**src/hw/efm_params.svh**
```systemverilog
// Constants of the encoder fault monitor: offsets, fields, resets, timing.
// Assumes a 10 MHz module clock; included by bare name.
`ifndef EFM_PARAMS_SVH
`define EFM_PARAMS_SVH

// Module clock rate in MHz
`define EFM_CLK_MHZ       10

// Register byte offsets
`define EFM_REG_CTRL      8'h00
`define EFM_REG_SSICFG    8'h04
`define EFM_REG_INCREV    8'h08
`define EFM_REG_POS       8'h0C
`define EFM_REG_STAT      8'h10
`define EFM_REG_MASK      8'h14
`define EFM_REG_DIAG      8'h18

// Control register fields
`define EFM_CTRL_ENC_INC  0
`define EFM_CTRL_PMON_EN  1
`define EFM_CTRL_CAM_EN   2
`define EFM_CTRL_SYNC     3

// Status and mask fields
`define EFM_ST_FRAME      0
`define EFM_ST_PULSE      1

// Diagnostic register fields
`define EFM_DIAG_CODE_LSB 0
`define EFM_DIAG_CAM      8
`define EFM_DIAG_TRACK    9
`define EFM_DIAG_SYNC     10

// Reset values
`define EFM_CTRL_RST      4'h2
`define EFM_SSI_LEN_RST   6'h19
`define EFM_SSI_HALF_RST  16'h0005
`define EFM_INCREV_RST    16'h0400

// Diagnostic codes 145 and 146
`define EFM_ERR_NONE      8'h00
`define EFM_ERR_FRAME     8'h91
`define EFM_ERR_PULSE     8'h92

// Frame length limits in bits, shortest half clock period in cycles
`define EFM_LEN_MIN       6'h02
`define EFM_LEN_MAX       6'h20
`define EFM_HALF_MIN      16'h0002

// Longest encoder monoflop time and pause between frames
`define EFM_MONO_US       30
`define EFM_MONO_CYC      (`EFM_MONO_US * `EFM_CLK_MHZ)
`define EFM_PAUSE_US      100
`define EFM_PAUSE_CYC     (`EFM_PAUSE_US * `EFM_CLK_MHZ)

`endif

```
**src/hw/efm_pkg.sv**
```systemverilog
// Types shared by the encoder fault monitor modules.
// Plain package; no surroundings assumed.
package efm_pkg;

    typedef struct packed {
        logic [15:0] half;
        logic [5:0]  len;
    } efm_ssicfg_s;

    typedef struct packed {
        logic        done;
        logic        fault;
        logic [31:0] data;
    } efm_ssires_s;

    typedef struct packed {
        logic        fault;
        logic [31:0] count;
    } efm_incres_s;

    typedef struct packed {
        logic enc_inc;
        logic pmon_en;
        logic cam_en;
    } efm_ctrl_s;

    typedef enum logic [4:0] {
        SSI_IDLE  = 5'b00001,
        SSI_LOW   = 5'b00010,
        SSI_HIGH  = 5'b00100,
        SSI_MONO  = 5'b01000,
        SSI_PAUSE = 5'b10000
    } efm_ssi_state_e;

endpackage

```
**src/hw/efm_ssi.sv**
```systemverilog
// Serial absolute encoder frame master with frame conformity checks.
// Assumes data pin idles high; clock driven out as a divided level.
`timescale 1ns/10ps
`include "efm_params.svh"

module efm_ssi (
    // Clock and reset
    input  wire logic               clk_i,
    input  wire logic               rst_i,
    input  wire logic               ce_i,
    // Configuration
    input  wire efm_pkg::efm_ssicfg_s cfg_i,
    input  wire logic               enable_i,
    // Encoder pins
    input  wire logic               ssi_data_i,
    output logic                    ssi_clk_o,
    // Frame result
    output efm_pkg::efm_ssires_s    res_o
);
    import efm_pkg::*;

    typedef struct packed {
        logic [1:0]     sync;
        efm_ssi_state_e st;
        logic [15:0]    div;
        logic [5:0]     bits;
        logic [31:0]    shreg;
        logic [15:0]    mono;
        logic           sclk;
        efm_ssires_s    res;
    } efm_ssi_state_s;

    efm_ssi_state_s s_q, s_d;
    logic           din;

    assign din       = s_q.sync[1];
    assign ssi_clk_o = s_q.sclk;
    assign res_o     = s_q.res;

    always_comb begin
        s_d          = s_q;
        s_d.sync     = {s_q.sync[0], ssi_data_i};
        s_d.res.done = 1'b0;
        case (s_q.st)
            SSI_IDLE: begin
                s_d.sclk = 1'b1;
                if (enable_i) begin
                    s_d.shreg = 32'h0000_0000;
                    s_d.bits  = cfg_i.len;
                    s_d.div   = cfg_i.half;
                    s_d.mono  = 16'h0000;
                    // Bad config or line not idle: no conforming frame
                    if (cfg_i.len < `EFM_LEN_MIN || cfg_i.len > `EFM_LEN_MAX
                        || cfg_i.half < `EFM_HALF_MIN || !din) begin
                        s_d.res.done  = 1'b1;
                        s_d.res.fault = 1'b1;
                        s_d.st        = SSI_PAUSE;
                    end else begin
                        s_d.sclk = 1'b0;
                        s_d.st   = SSI_LOW;
                    end
                end
            end
            SSI_LOW: begin
                if (s_q.div <= 16'h0001) begin
                    s_d.div  = cfg_i.half;
                    s_d.sclk = 1'b1;
                    s_d.st   = SSI_HIGH;
                end else begin
                    s_d.div = s_q.div - 16'h0001;
                end
            end
            SSI_HIGH: begin
                if (s_q.div <= 16'h0001) begin
                    // Sample at end of high phase, MSB first
                    s_d.shreg = {s_q.shreg[30:0], din};
                    s_d.bits  = s_q.bits - 6'h01;
                    s_d.div   = cfg_i.half;
                    if (s_q.bits == 6'h01) begin
                        s_d.st = SSI_MONO;
                    end else begin
                        s_d.sclk = 1'b0;
                        s_d.st   = SSI_LOW;
                    end
                end else begin
                    s_d.div = s_q.div - 16'h0001;
                end
            end
            SSI_MONO: begin
                s_d.mono = s_q.mono + 16'h0001;
                // Line must be held low after last bit, then release
                if (s_q.mono == cfg_i.half && din) begin
                    s_d.res.done  = 1'b1;
                    s_d.res.fault = 1'b1;
                    s_d.st        = SSI_PAUSE;
                    s_d.mono      = 16'h0000;
                end else if (s_q.mono > cfg_i.half && din) begin
                    s_d.res.done  = 1'b1;
                    s_d.res.fault = 1'b0;
                    s_d.res.data  = s_q.shreg;
                    s_d.st        = SSI_PAUSE;
                    s_d.mono      = 16'h0000;
                end else if (s_q.mono >= 16'(`EFM_MONO_CYC)) begin
                    s_d.res.done  = 1'b1;
                    s_d.res.fault = 1'b1;
                    s_d.st        = SSI_PAUSE;
                    s_d.mono      = 16'h0000;
                end
            end
            SSI_PAUSE: begin
                s_d.sclk = 1'b1;
                s_d.mono = s_q.mono + 16'h0001;
                if (s_q.mono >= 16'(`EFM_PAUSE_CYC)) begin
                    s_d.st = SSI_IDLE;
                end
            end
            default: begin
                s_d.st = SSI_IDLE;
            end
        endcase
    end

    always_ff @(posedge clk_i) begin
        if (rst_i) begin
            s_q <= '{sync: 2'b11, st: SSI_IDLE, sclk: 1'b1, default: '0};
        end else if (ce_i) begin
            s_q <= s_d;
        end
    end

endmodule

```
**src/hw/efm_inc.sv**
```systemverilog
// Incremental quadrature encoder counter with missing pulse detection.
// Assumes A, B and zero marker are raw pins from outside the clock domain.
`timescale 1ns/10ps
`include "efm_params.svh"

module efm_inc (
    // Clock and reset
    input  wire logic               clk_i,
    input  wire logic               rst_i,
    input  wire logic               ce_i,
    // Configuration
    input  wire logic [15:0]        incs_rev_i,
    input  wire logic               mon_en_i,
    // Encoder pins
    input  wire logic               inc_a_i,
    input  wire logic               inc_b_i,
    input  wire logic               inc_z_i,
    // Result
    output efm_pkg::efm_incres_s    res_o
);
    import efm_pkg::*;

    typedef struct packed {
        logic [2:0]   s1;
        logic [2:0]   s2;
        logic [2:0]   prev;
        logic         armed;
        logic [17:0]  rev;
        efm_incres_s  res;
    } efm_inc_state_s;

    efm_inc_state_s s_q, s_d;
    logic [1:0]     ab_now;
    logic [1:0]     ab_old;
    logic [17:0]    rev_abs;

    assign ab_now  = s_q.s2[1:0];
    assign ab_old  = s_q.prev[1:0];
    assign rev_abs = s_q.rev[17] ? 18'(-s_q.rev) : s_q.rev;
    assign res_o   = s_q.res;

    always_comb begin
        s_d           = s_q;
        s_d.s1        = {inc_z_i, inc_b_i, inc_a_i};
        s_d.s2        = s_q.s1;
        s_d.prev      = s_q.s2;
        s_d.res.fault = 1'b0;
        // Gray step decode: forward when new A equals old B inverted
        if (ab_now != ab_old) begin
            if ((ab_now ^ ab_old) == 2'b11) begin
                // Skipped state: at least one pulse was lost
                if (s_q.armed && mon_en_i) begin
                    s_d.res.fault = 1'b1;
                end
            end else if (ab_now[0] != ab_old[1]) begin
                s_d.res.count = s_q.res.count + 32'h0000_0001;
                s_d.rev       = s_q.rev + 18'h0_0001;
            end else begin
                s_d.res.count = s_q.res.count - 32'h0000_0001;
                s_d.rev       = s_q.rev - 18'h0_0001;
            end
        end
        // Zero marker closes one revolution
        if (s_q.s2[2] && !s_q.prev[2]) begin
            if (s_q.armed && mon_en_i
                && rev_abs < {2'b00, incs_rev_i}) begin
                s_d.res.fault = 1'b1;
            end
            s_d.rev   = 18'h0_0000;
            s_d.armed = 1'b1;
        end
        // Missing zero marker shows as an overlong revolution
        if (s_q.armed && mon_en_i
            && rev_abs > {1'b0, incs_rev_i, 1'b0}) begin
            s_d.res.fault = 1'b1;
            s_d.armed     = 1'b0;
        end
        // Partial first turn after re-enable must not report
        if (!mon_en_i) begin
            s_d.armed = 1'b0;
        end
    end

    always_ff @(posedge clk_i) begin
        if (rst_i) begin
            s_q <= '0;
        end else if (ce_i) begin
            s_q <= s_d;
        end
    end

endmodule

```
**src/hw/efm_top.sv**
```systemverilog
// Encoder fault monitor top: Wishbone registers, fault reactions, irq.
// Assumes a classic Wishbone master on clk_i and raw encoder pins.
//
// Operation
// - A disturbed or broken serial frame reports code 145 and interrupts.
// - A frame fault stops cam processing and disables all track outputs.
// - Position holds the last good frame until the next good frame ends.
// - A pulse fault reports code 146, interrupts, stops cams and sync.
// - Counts per turn up to the zero marker short of the setting fault.
// - Pulse monitoring can be switched off and then reports nothing.
//
// The implementer's own choices: the placing of the registers and the Wishbone register port.
`timescale 1ns/10ps
`include "efm_params.svh"

module efm_top #(
    parameter int POS_W = 32
) (
    // Clock, reset, enable
    input  wire logic              clk_i,
    input  wire logic              rst_i,
    input  wire logic              ce_i,
    // Wishbone slave
    input  wire logic              wb_cyc_i,
    input  wire logic              wb_stb_i,
    input  wire logic              wb_we_i,
    input  wire logic [7:0]        wb_adr_i,
    input  wire logic [3:0]        wb_sel_i,
    input  wire logic [31:0]       wb_dat_i,
    output logic [31:0]            wb_dat_o,
    output logic                   wb_ack_o,
    // Absolute encoder pins
    input  wire logic              ssi_data_i,
    output logic                   ssi_clk_o,
    // Incremental encoder pins
    input  wire logic              inc_a_i,
    input  wire logic              inc_b_i,
    input  wire logic              inc_z_i,
    // Cam control and status
    output logic                   cam_run_o,
    output logic                   track_en_o,
    output logic                   sync_o,
    output logic [POS_W-1:0]       position_o,
    output logic [7:0]             diag_code_o,
    output logic                   irq_o
);
    import efm_pkg::*;

    generate
        if (POS_W < 1 || POS_W > 32) begin : g_bad_width
            $error("POS_W must lie between 1 and 32");
        end
    endgenerate

    typedef struct packed {
        logic        ack;
        logic [31:0] rdat;
        efm_ctrl_s   ctrl;
        efm_ssicfg_s ssicfg;
        logic [15:0] increv;
        logic [31:0] pos_abs;
        logic [31:0] pos_out;
        logic [1:0]  stat;
        logic [1:0]  mask;
        logic [7:0]  code;
        logic        cam_run;
        logic        track_en;
        logic        sync;
        logic        irq;
    } efm_top_state_s;

    efm_top_state_s s_q, s_d;
    efm_ssires_s    ssi_res;
    efm_incres_s    inc_res;
    logic           ssi_clk;
    logic           req;
    logic           wr;
    logic [31:0]    bmask;
    logic [31:0]    ctrl_w;
    logic [31:0]    ctrl_new;
    logic [31:0]    cfg_w;
    logic [31:0]    cfg_new;
    logic           ev_frame;
    logic           ev_pulse;
    logic [1:0]     ev;
    logic [1:0]     clr;

    // Byte lanes to bit mask
    function automatic logic [31:0] lane_mask(input logic [3:0] sel);
        logic [31:0] m;
        m = 32'h0000_0000;
        for (int i = 0; i < 4; i++) begin
            m[i*8 +: 8] = {8{sel[i]}};
        end
        return m;
    endfunction

    efm_ssi u_ssi (
        .clk_i      (clk_i),
        .rst_i      (rst_i),
        .ce_i       (ce_i),
        .cfg_i      (s_q.ssicfg),
        .enable_i   (!s_q.ctrl.enc_inc),
        .ssi_data_i (ssi_data_i),
        .ssi_clk_o  (ssi_clk),
        .res_o      (ssi_res)
    );

    efm_inc u_inc (
        .clk_i      (clk_i),
        .rst_i      (rst_i),
        .ce_i       (ce_i),
        .incs_rev_i (s_q.increv),
        .mon_en_i   (s_q.ctrl.pmon_en && s_q.ctrl.enc_inc),
        .inc_a_i    (inc_a_i),
        .inc_b_i    (inc_b_i),
        .inc_z_i    (inc_z_i),
        .res_o      (inc_res)
    );

    assign req      = wb_cyc_i && wb_stb_i;
    assign wr       = req && wb_we_i && s_q.ack;
    assign bmask    = lane_mask(wb_sel_i);
    assign ctrl_w   = {28'h000_0000, 1'b0, s_q.ctrl.cam_en,
                       s_q.ctrl.pmon_en, s_q.ctrl.enc_inc};
    assign ctrl_new = (ctrl_w & ~bmask) | (wb_dat_i & bmask);
    assign cfg_w    = {8'h00, s_q.ssicfg.half, 2'b00, s_q.ssicfg.len};
    assign cfg_new  = (cfg_w & ~bmask) | (wb_dat_i & bmask);
    assign ev_frame = ssi_res.done && ssi_res.fault
                      && !s_q.ctrl.enc_inc;
    assign ev_pulse = inc_res.fault;
    assign ev       = {ev_pulse, ev_frame};
    assign clr      = (wr && wb_adr_i == `EFM_REG_STAT && wb_sel_i[0])
                      ? wb_dat_i[1:0] : 2'b00;

    assign wb_ack_o    = s_q.ack;
    assign wb_dat_o    = s_q.rdat;
    assign ssi_clk_o   = ssi_clk;
    assign cam_run_o   = s_q.cam_run;
    assign track_en_o  = s_q.track_en;
    assign sync_o      = s_q.sync;
    assign position_o  = s_q.pos_out[POS_W-1:0];
    assign diag_code_o = s_q.code;
    assign irq_o       = s_q.irq;

    always_comb begin
        s_d     = s_q;
        // One ack per request, dropped the cycle after
        s_d.ack = req && !s_q.ack;
        if (req && !s_q.ack) begin
            case (wb_adr_i)
                `EFM_REG_CTRL: begin
                    s_d.rdat = ctrl_w;
                end
                `EFM_REG_SSICFG: begin
                    s_d.rdat = cfg_w;
                end
                `EFM_REG_INCREV: begin
                    s_d.rdat = {16'h0000, s_q.increv};
                end
                `EFM_REG_POS: begin
                    s_d.rdat = s_q.pos_out;
                end
                `EFM_REG_STAT: begin
                    s_d.rdat = {30'h0000_0000, s_q.stat};
                end
                `EFM_REG_MASK: begin
                    s_d.rdat = {30'h0000_0000, s_q.mask};
                end
                `EFM_REG_DIAG: begin
                    s_d.rdat = {21'h00_0000, s_q.sync, s_q.track_en,
                                s_q.cam_run, s_q.code};
                end
                default: begin
                    s_d.rdat = 32'h0000_0000;
                end
            endcase
        end

        // Register writes take effect on the acked edge
        if (wr) begin
            case (wb_adr_i)
                `EFM_REG_CTRL: begin
                    s_d.ctrl.enc_inc = ctrl_new[`EFM_CTRL_ENC_INC];
                    s_d.ctrl.pmon_en = ctrl_new[`EFM_CTRL_PMON_EN];
                    s_d.ctrl.cam_en  = ctrl_new[`EFM_CTRL_CAM_EN];
                    if (ctrl_new[`EFM_CTRL_CAM_EN]) begin
                        s_d.cam_run  = 1'b1;
                        s_d.track_en = 1'b1;
                    end else begin
                        s_d.cam_run  = 1'b0;
                        s_d.track_en = 1'b0;
                    end
                    if (ctrl_new[`EFM_CTRL_SYNC]
                        && ctrl_new[`EFM_CTRL_ENC_INC]) begin
                        s_d.sync = 1'b1;
                    end
                    if (!ctrl_new[`EFM_CTRL_ENC_INC]) begin
                        s_d.sync = 1'b0;
                    end
                end
                `EFM_REG_SSICFG: begin
                    s_d.ssicfg.half = cfg_new[23:8];
                    s_d.ssicfg.len  = cfg_new[5:0];
                end
                `EFM_REG_INCREV: begin
                    s_d.increv = 16'((s_q.increv & ~bmask[15:0])
                                     | (wb_dat_i[15:0] & bmask[15:0]));
                end
                `EFM_REG_MASK: begin
                    if (wb_sel_i[0]) begin
                        s_d.mask = wb_dat_i[1:0];
                    end
                end
                default: begin
                end
            endcase
        end

        // Only a correct frame replaces the held position
        if (ssi_res.done && !ssi_res.fault) begin
            s_d.pos_abs = ssi_res.data;
        end
        s_d.pos_out = s_q.ctrl.enc_inc ? inc_res.count : s_q.pos_abs;

        // Fault reactions win over a same-cycle restart
        if (ev_frame) begin
            s_d.code     = `EFM_ERR_FRAME;
            s_d.cam_run  = 1'b0;
            s_d.track_en = 1'b0;
        end
        if (ev_pulse) begin
            s_d.code     = `EFM_ERR_PULSE;
            s_d.cam_run  = 1'b0;
            s_d.track_en = 1'b0;
            s_d.sync     = 1'b0;
        end

        // Sticky status, set wins over write-one clear
        s_d.stat = (s_q.stat & ~clr) | ev;
        s_d.irq  = |(s_d.stat & s_d.mask);
    end

    always_ff @(posedge clk_i) begin
        if (rst_i) begin
            s_q <= '{ctrl:   3'(`EFM_CTRL_RST),
                     ssicfg: '{half: `EFM_SSI_HALF_RST,
                               len:  `EFM_SSI_LEN_RST},
                     increv: `EFM_INCREV_RST,
                     code:   `EFM_ERR_NONE,
                     default: '0};
        end else if (ce_i) begin
            s_q <= s_d;
        end
    end

endmodule

```
**config.mk**
```make
export PLATFORM = sky130hd
export DESIGN_NAME = efm_top
export DESIGN_NICKNAME = d
export VERILOG_FILES = /design/src/hw/efm_pkg.sv /design/src/hw/efm_ssi.sv /design/src/hw/efm_inc.sv /design/src/hw/efm_top.sv
export VERILOG_INCLUDE_DIRS = /design/src /design/src/hw
export SDC_FILE = /design/constraint.sdc
export NUM_CORES = 1
export LEC_CHECK = 0
export BUFFER_PORTS_ARGS = -buffer_cell sky130_fd_sc_hd__buf_2
export CAP_MARGIN = 20
export CORE_MARGIN = 3
export CORE_UTILIZATION = 35
export CTS_CLUSTER_DIAMETER = 40
export DETAILED_ROUTE_END_ITERATION = 10
export REMOVE_ABC_BUFFERS = 1
export SETUP_SLACK_MARGIN = 0.15
export SYNTH_ARGS = -nofsm -noshare
export SYNTH_HDL_FRONTEND = slang
export SYNTH_SLANG_ARGS = --single-unit
```
**constraint.sdc**
```tcl
create_clock -name clk_i -period 8.3 [get_ports clk_i]
set_input_delay 1.245 -clock clk_i [delete_from_list [all_inputs] [get_ports clk_i]]
set_output_delay 1.245 -clock clk_i [all_outputs]
set_load 0.1 [all_outputs]
```
==> out/metrics.cfg <==
[yosys]
muxShareOfSynthArea_pct=5.09
yosysMostFrequentCell=dfxtp_1
syn_area_um2=17400
synth_simple_gate_area_share_pct=20.0
synth_top_area_share_pct=36.9
synth_area_per_cell_um2=8.13
synth-xor-area-share_pct=3.87
synthTopCellsByArea=dfxtp_1, ha_1, nor2_1
synth-async-reset-ratio_pct=0
synth-main-ff-cell=dfxtp_1
synth.yosys.seq_area_share_pct=36.9
yosysTopAreaCell=dfxtp_1
synth.distinct_cells=74
synthCells=2142
synthAdderAreaFrac_pct=7.42
synth_warnings=0
synth_top_family_by_area=simple AND/OR/NAND/NOR gates
synthTopCellsByCount=dfxtp_1, nor2_1, nand2_1
synth_compound_gate_area_share_pct=19.6
synth-seq-cells=321
synth_edf_count=0

[global_routing]
grt_busiest_layer=met2
grt_pass1_vias=14500
grtUsageMet3_pct=3.78
antenna_found_initial=1
use_met1_pct=25.0
grt_max_degree=118
grt_pass1_wl_um=78100
met2_usage_pct=28.4
groute.usage.overall_pct=18.1
gr-total-overflow=0

[final_layout]
fin_nets=2293
drive_gt1_share_pct=11.7
area_growth_syn_to_layout_pct=13.6

[drt]
vias_per_cell=5.36
vias=15200
wl_per_cell_um=17.3
drt-total-wl_um=49100
drtIter0Drc=1227
drc=0
antenna_left=0
drt_pass1_iterations=5

[sta]
slew_violations=0
setup_viol=0
relSlewSlack_pct=32.8
finClkSkew_ps=18.8
finalCritPeriodShare_pct=52.9
min_period_ps=4390
rsz0062_at_grt=no
tightest_slew_ps=1000
max_freq_mhz=228
setup_tns_ps=0
holdWs_ps=441
finalHoldViolations=0

[flow_run]
maxCapViolations=0

[setup_path]
required_ps=8770
endpoint_kind=register
critical_path_class=reg2reg
r2r_slack_ps=3910
crit_path_start_kind=register
arrival_ps=4860
cp_max_fo=32

[power_and_ir_drop]
p_leak_nw=7.84
peakVddDrop_mv=0.141
p_per_area_nw_per_um2=233

[placement]
gp_congestion=0.883
io_buffers=118
hpwlAfterDp_um=33800

[floorplan]
dieArea_um2=52400
die_w_um=229
core_area_um2=49100
die_h_um=229
start_util_pct=35.5
core.rowCount=81
ios=132

[clock_tree]
insertion_delay_ps=600
cts_tree=built
clkTransAtPathRegs_ps=60
cts_setup_buffers=0
h-tree-depth=2
cts_resized=0
hold_buffers=0
root_buffer=clkbuf_16
clockBufferDepth=3
cts_sinks=321
numCtsBuffers=50

[min_path]
min-delay-path-class=reg2reg

[run_status]
status=finished, final reports clean

## state kept, by name, summed over array words and instances, names as in the netlist, 20 cells and up
register	cells
u_inc.s_q	20
cfg_w	22
position_o	32
u_ssi.s_q	75
u_inc.res_o	33
s_q	52
wb_dat_o	32
u_ssi.res_o	34
## metal layers
metal | wire, um | vias up
li1 | - | 7547
met1 | 22900 | 7235
met2 | 21800 | 383
met3 | 3280 | 77
met4 | 1110 | 0
met5 | 0 | -
## cells in the final DEF, fill, tap and decap left out, types with 7 or more instances in the layout
cell,n
dfxtp_1,320
nor2_1,270
nand2_1,240
a21oi_1,184
buf_2,116
ha_1,100
nand3_1,92
mux2i_1,84
a22oi_1,65
inv_1,52
clkbuf_16,51
o21ai_0,48
a211oi_1,48
xnor2_1,41
xor2_1,36
nor3_1,35
a21o_1,29
o21ai_1,28
nand4_1,20
and3_1,17
a22o_1,16
o211ai_1,16
o21a_1,15
buf_4,15
nor2b_1,14
a31oi_1,14
and2_1,13
o31ai_1,12
nand2b_1,12
inv_6,10
nor4_1,9
or3_1,9
nand3b_1,7
inv_8,7
## final cells by class
type / instances / area, um^2
Timing Repair Buffer: 135 / 754
Multi-Input combinational cell: 1576 / 9800
Antenna cell: 1 / 2.50
Clock inverter: 39 / 423
Clock buffer: 55 / 1330
Tap cell: 664 / 831
Sequential cell: 321 / 6430
Fill cell: 4972 / 29300
Inverter: 53 / 199
## logic make-up (layout without fill, tap and decap cells)
group | count (synthesis) | after routing
and+or+nand+nor | 775 | 775
AOI/OAI and AO/OA | 530 | 530
DFF | 321 | 321
buffers and inverters | 248 | 282
adders and majority gates | 102 | 102
muxes | 88 | 88
xor gates and xnor gates | 77 | 77
other | 1 | 5
## power by group
part | switching (mW) | internal (mW) | leakage, nW
registers | 0.0500 | 1.58 | 2.60
clock network | 0.867 | 1.29 | 0.852
logic | 0.509 | 0.307 | 4.38
total | 1.43 | 3.18 | 7.84
## path summary, 6_finish.rpt
path	start	cells past startpoint	to
max	u_inc.ab_now[0]	12	u_inc.res_o[25]
min	u_ssi.res_o[31]	2	s_q[79]
max reg2reg	u_inc.ab_now[0]	12	u_inc.res_o[25]
min reg2reg	u_ssi.res_o[31]	2	s_q[79]
## critical path: stages (launching register included)
cell and delay (ps):
dfxtp_1 350, xor2_1 220, inv_1 570, buf_4 490, ha_1 370, a2111oi_0 400, o21ai_1 200, a311o_1 500
a2111oi_0 470, nor3_1 180, a221oi_2 280, xnor2_1 160, o21ai_1 70
## through the flow
stage | setup WS, ps | instances | instance area [um^2] | total power, mW | utilization (%)
detailed placement | 3960 | 2747 | 18000 | 2.47 | 36.6
CTS | 3870 | 2841 | 19700 | 4.65 | 40.2
global route | 3650 | 2843 | 19800 | 4.82 | 40.3
finish | 3910 | 2844 | 19800 | 4.61 | 40.3
global placement | 4070 | 2746 | 18000 | 2.46 | 36.6
floorplan | 4430 | 1950 | 16400 | 2.26 | -
(Power assumes the default switching activity.)
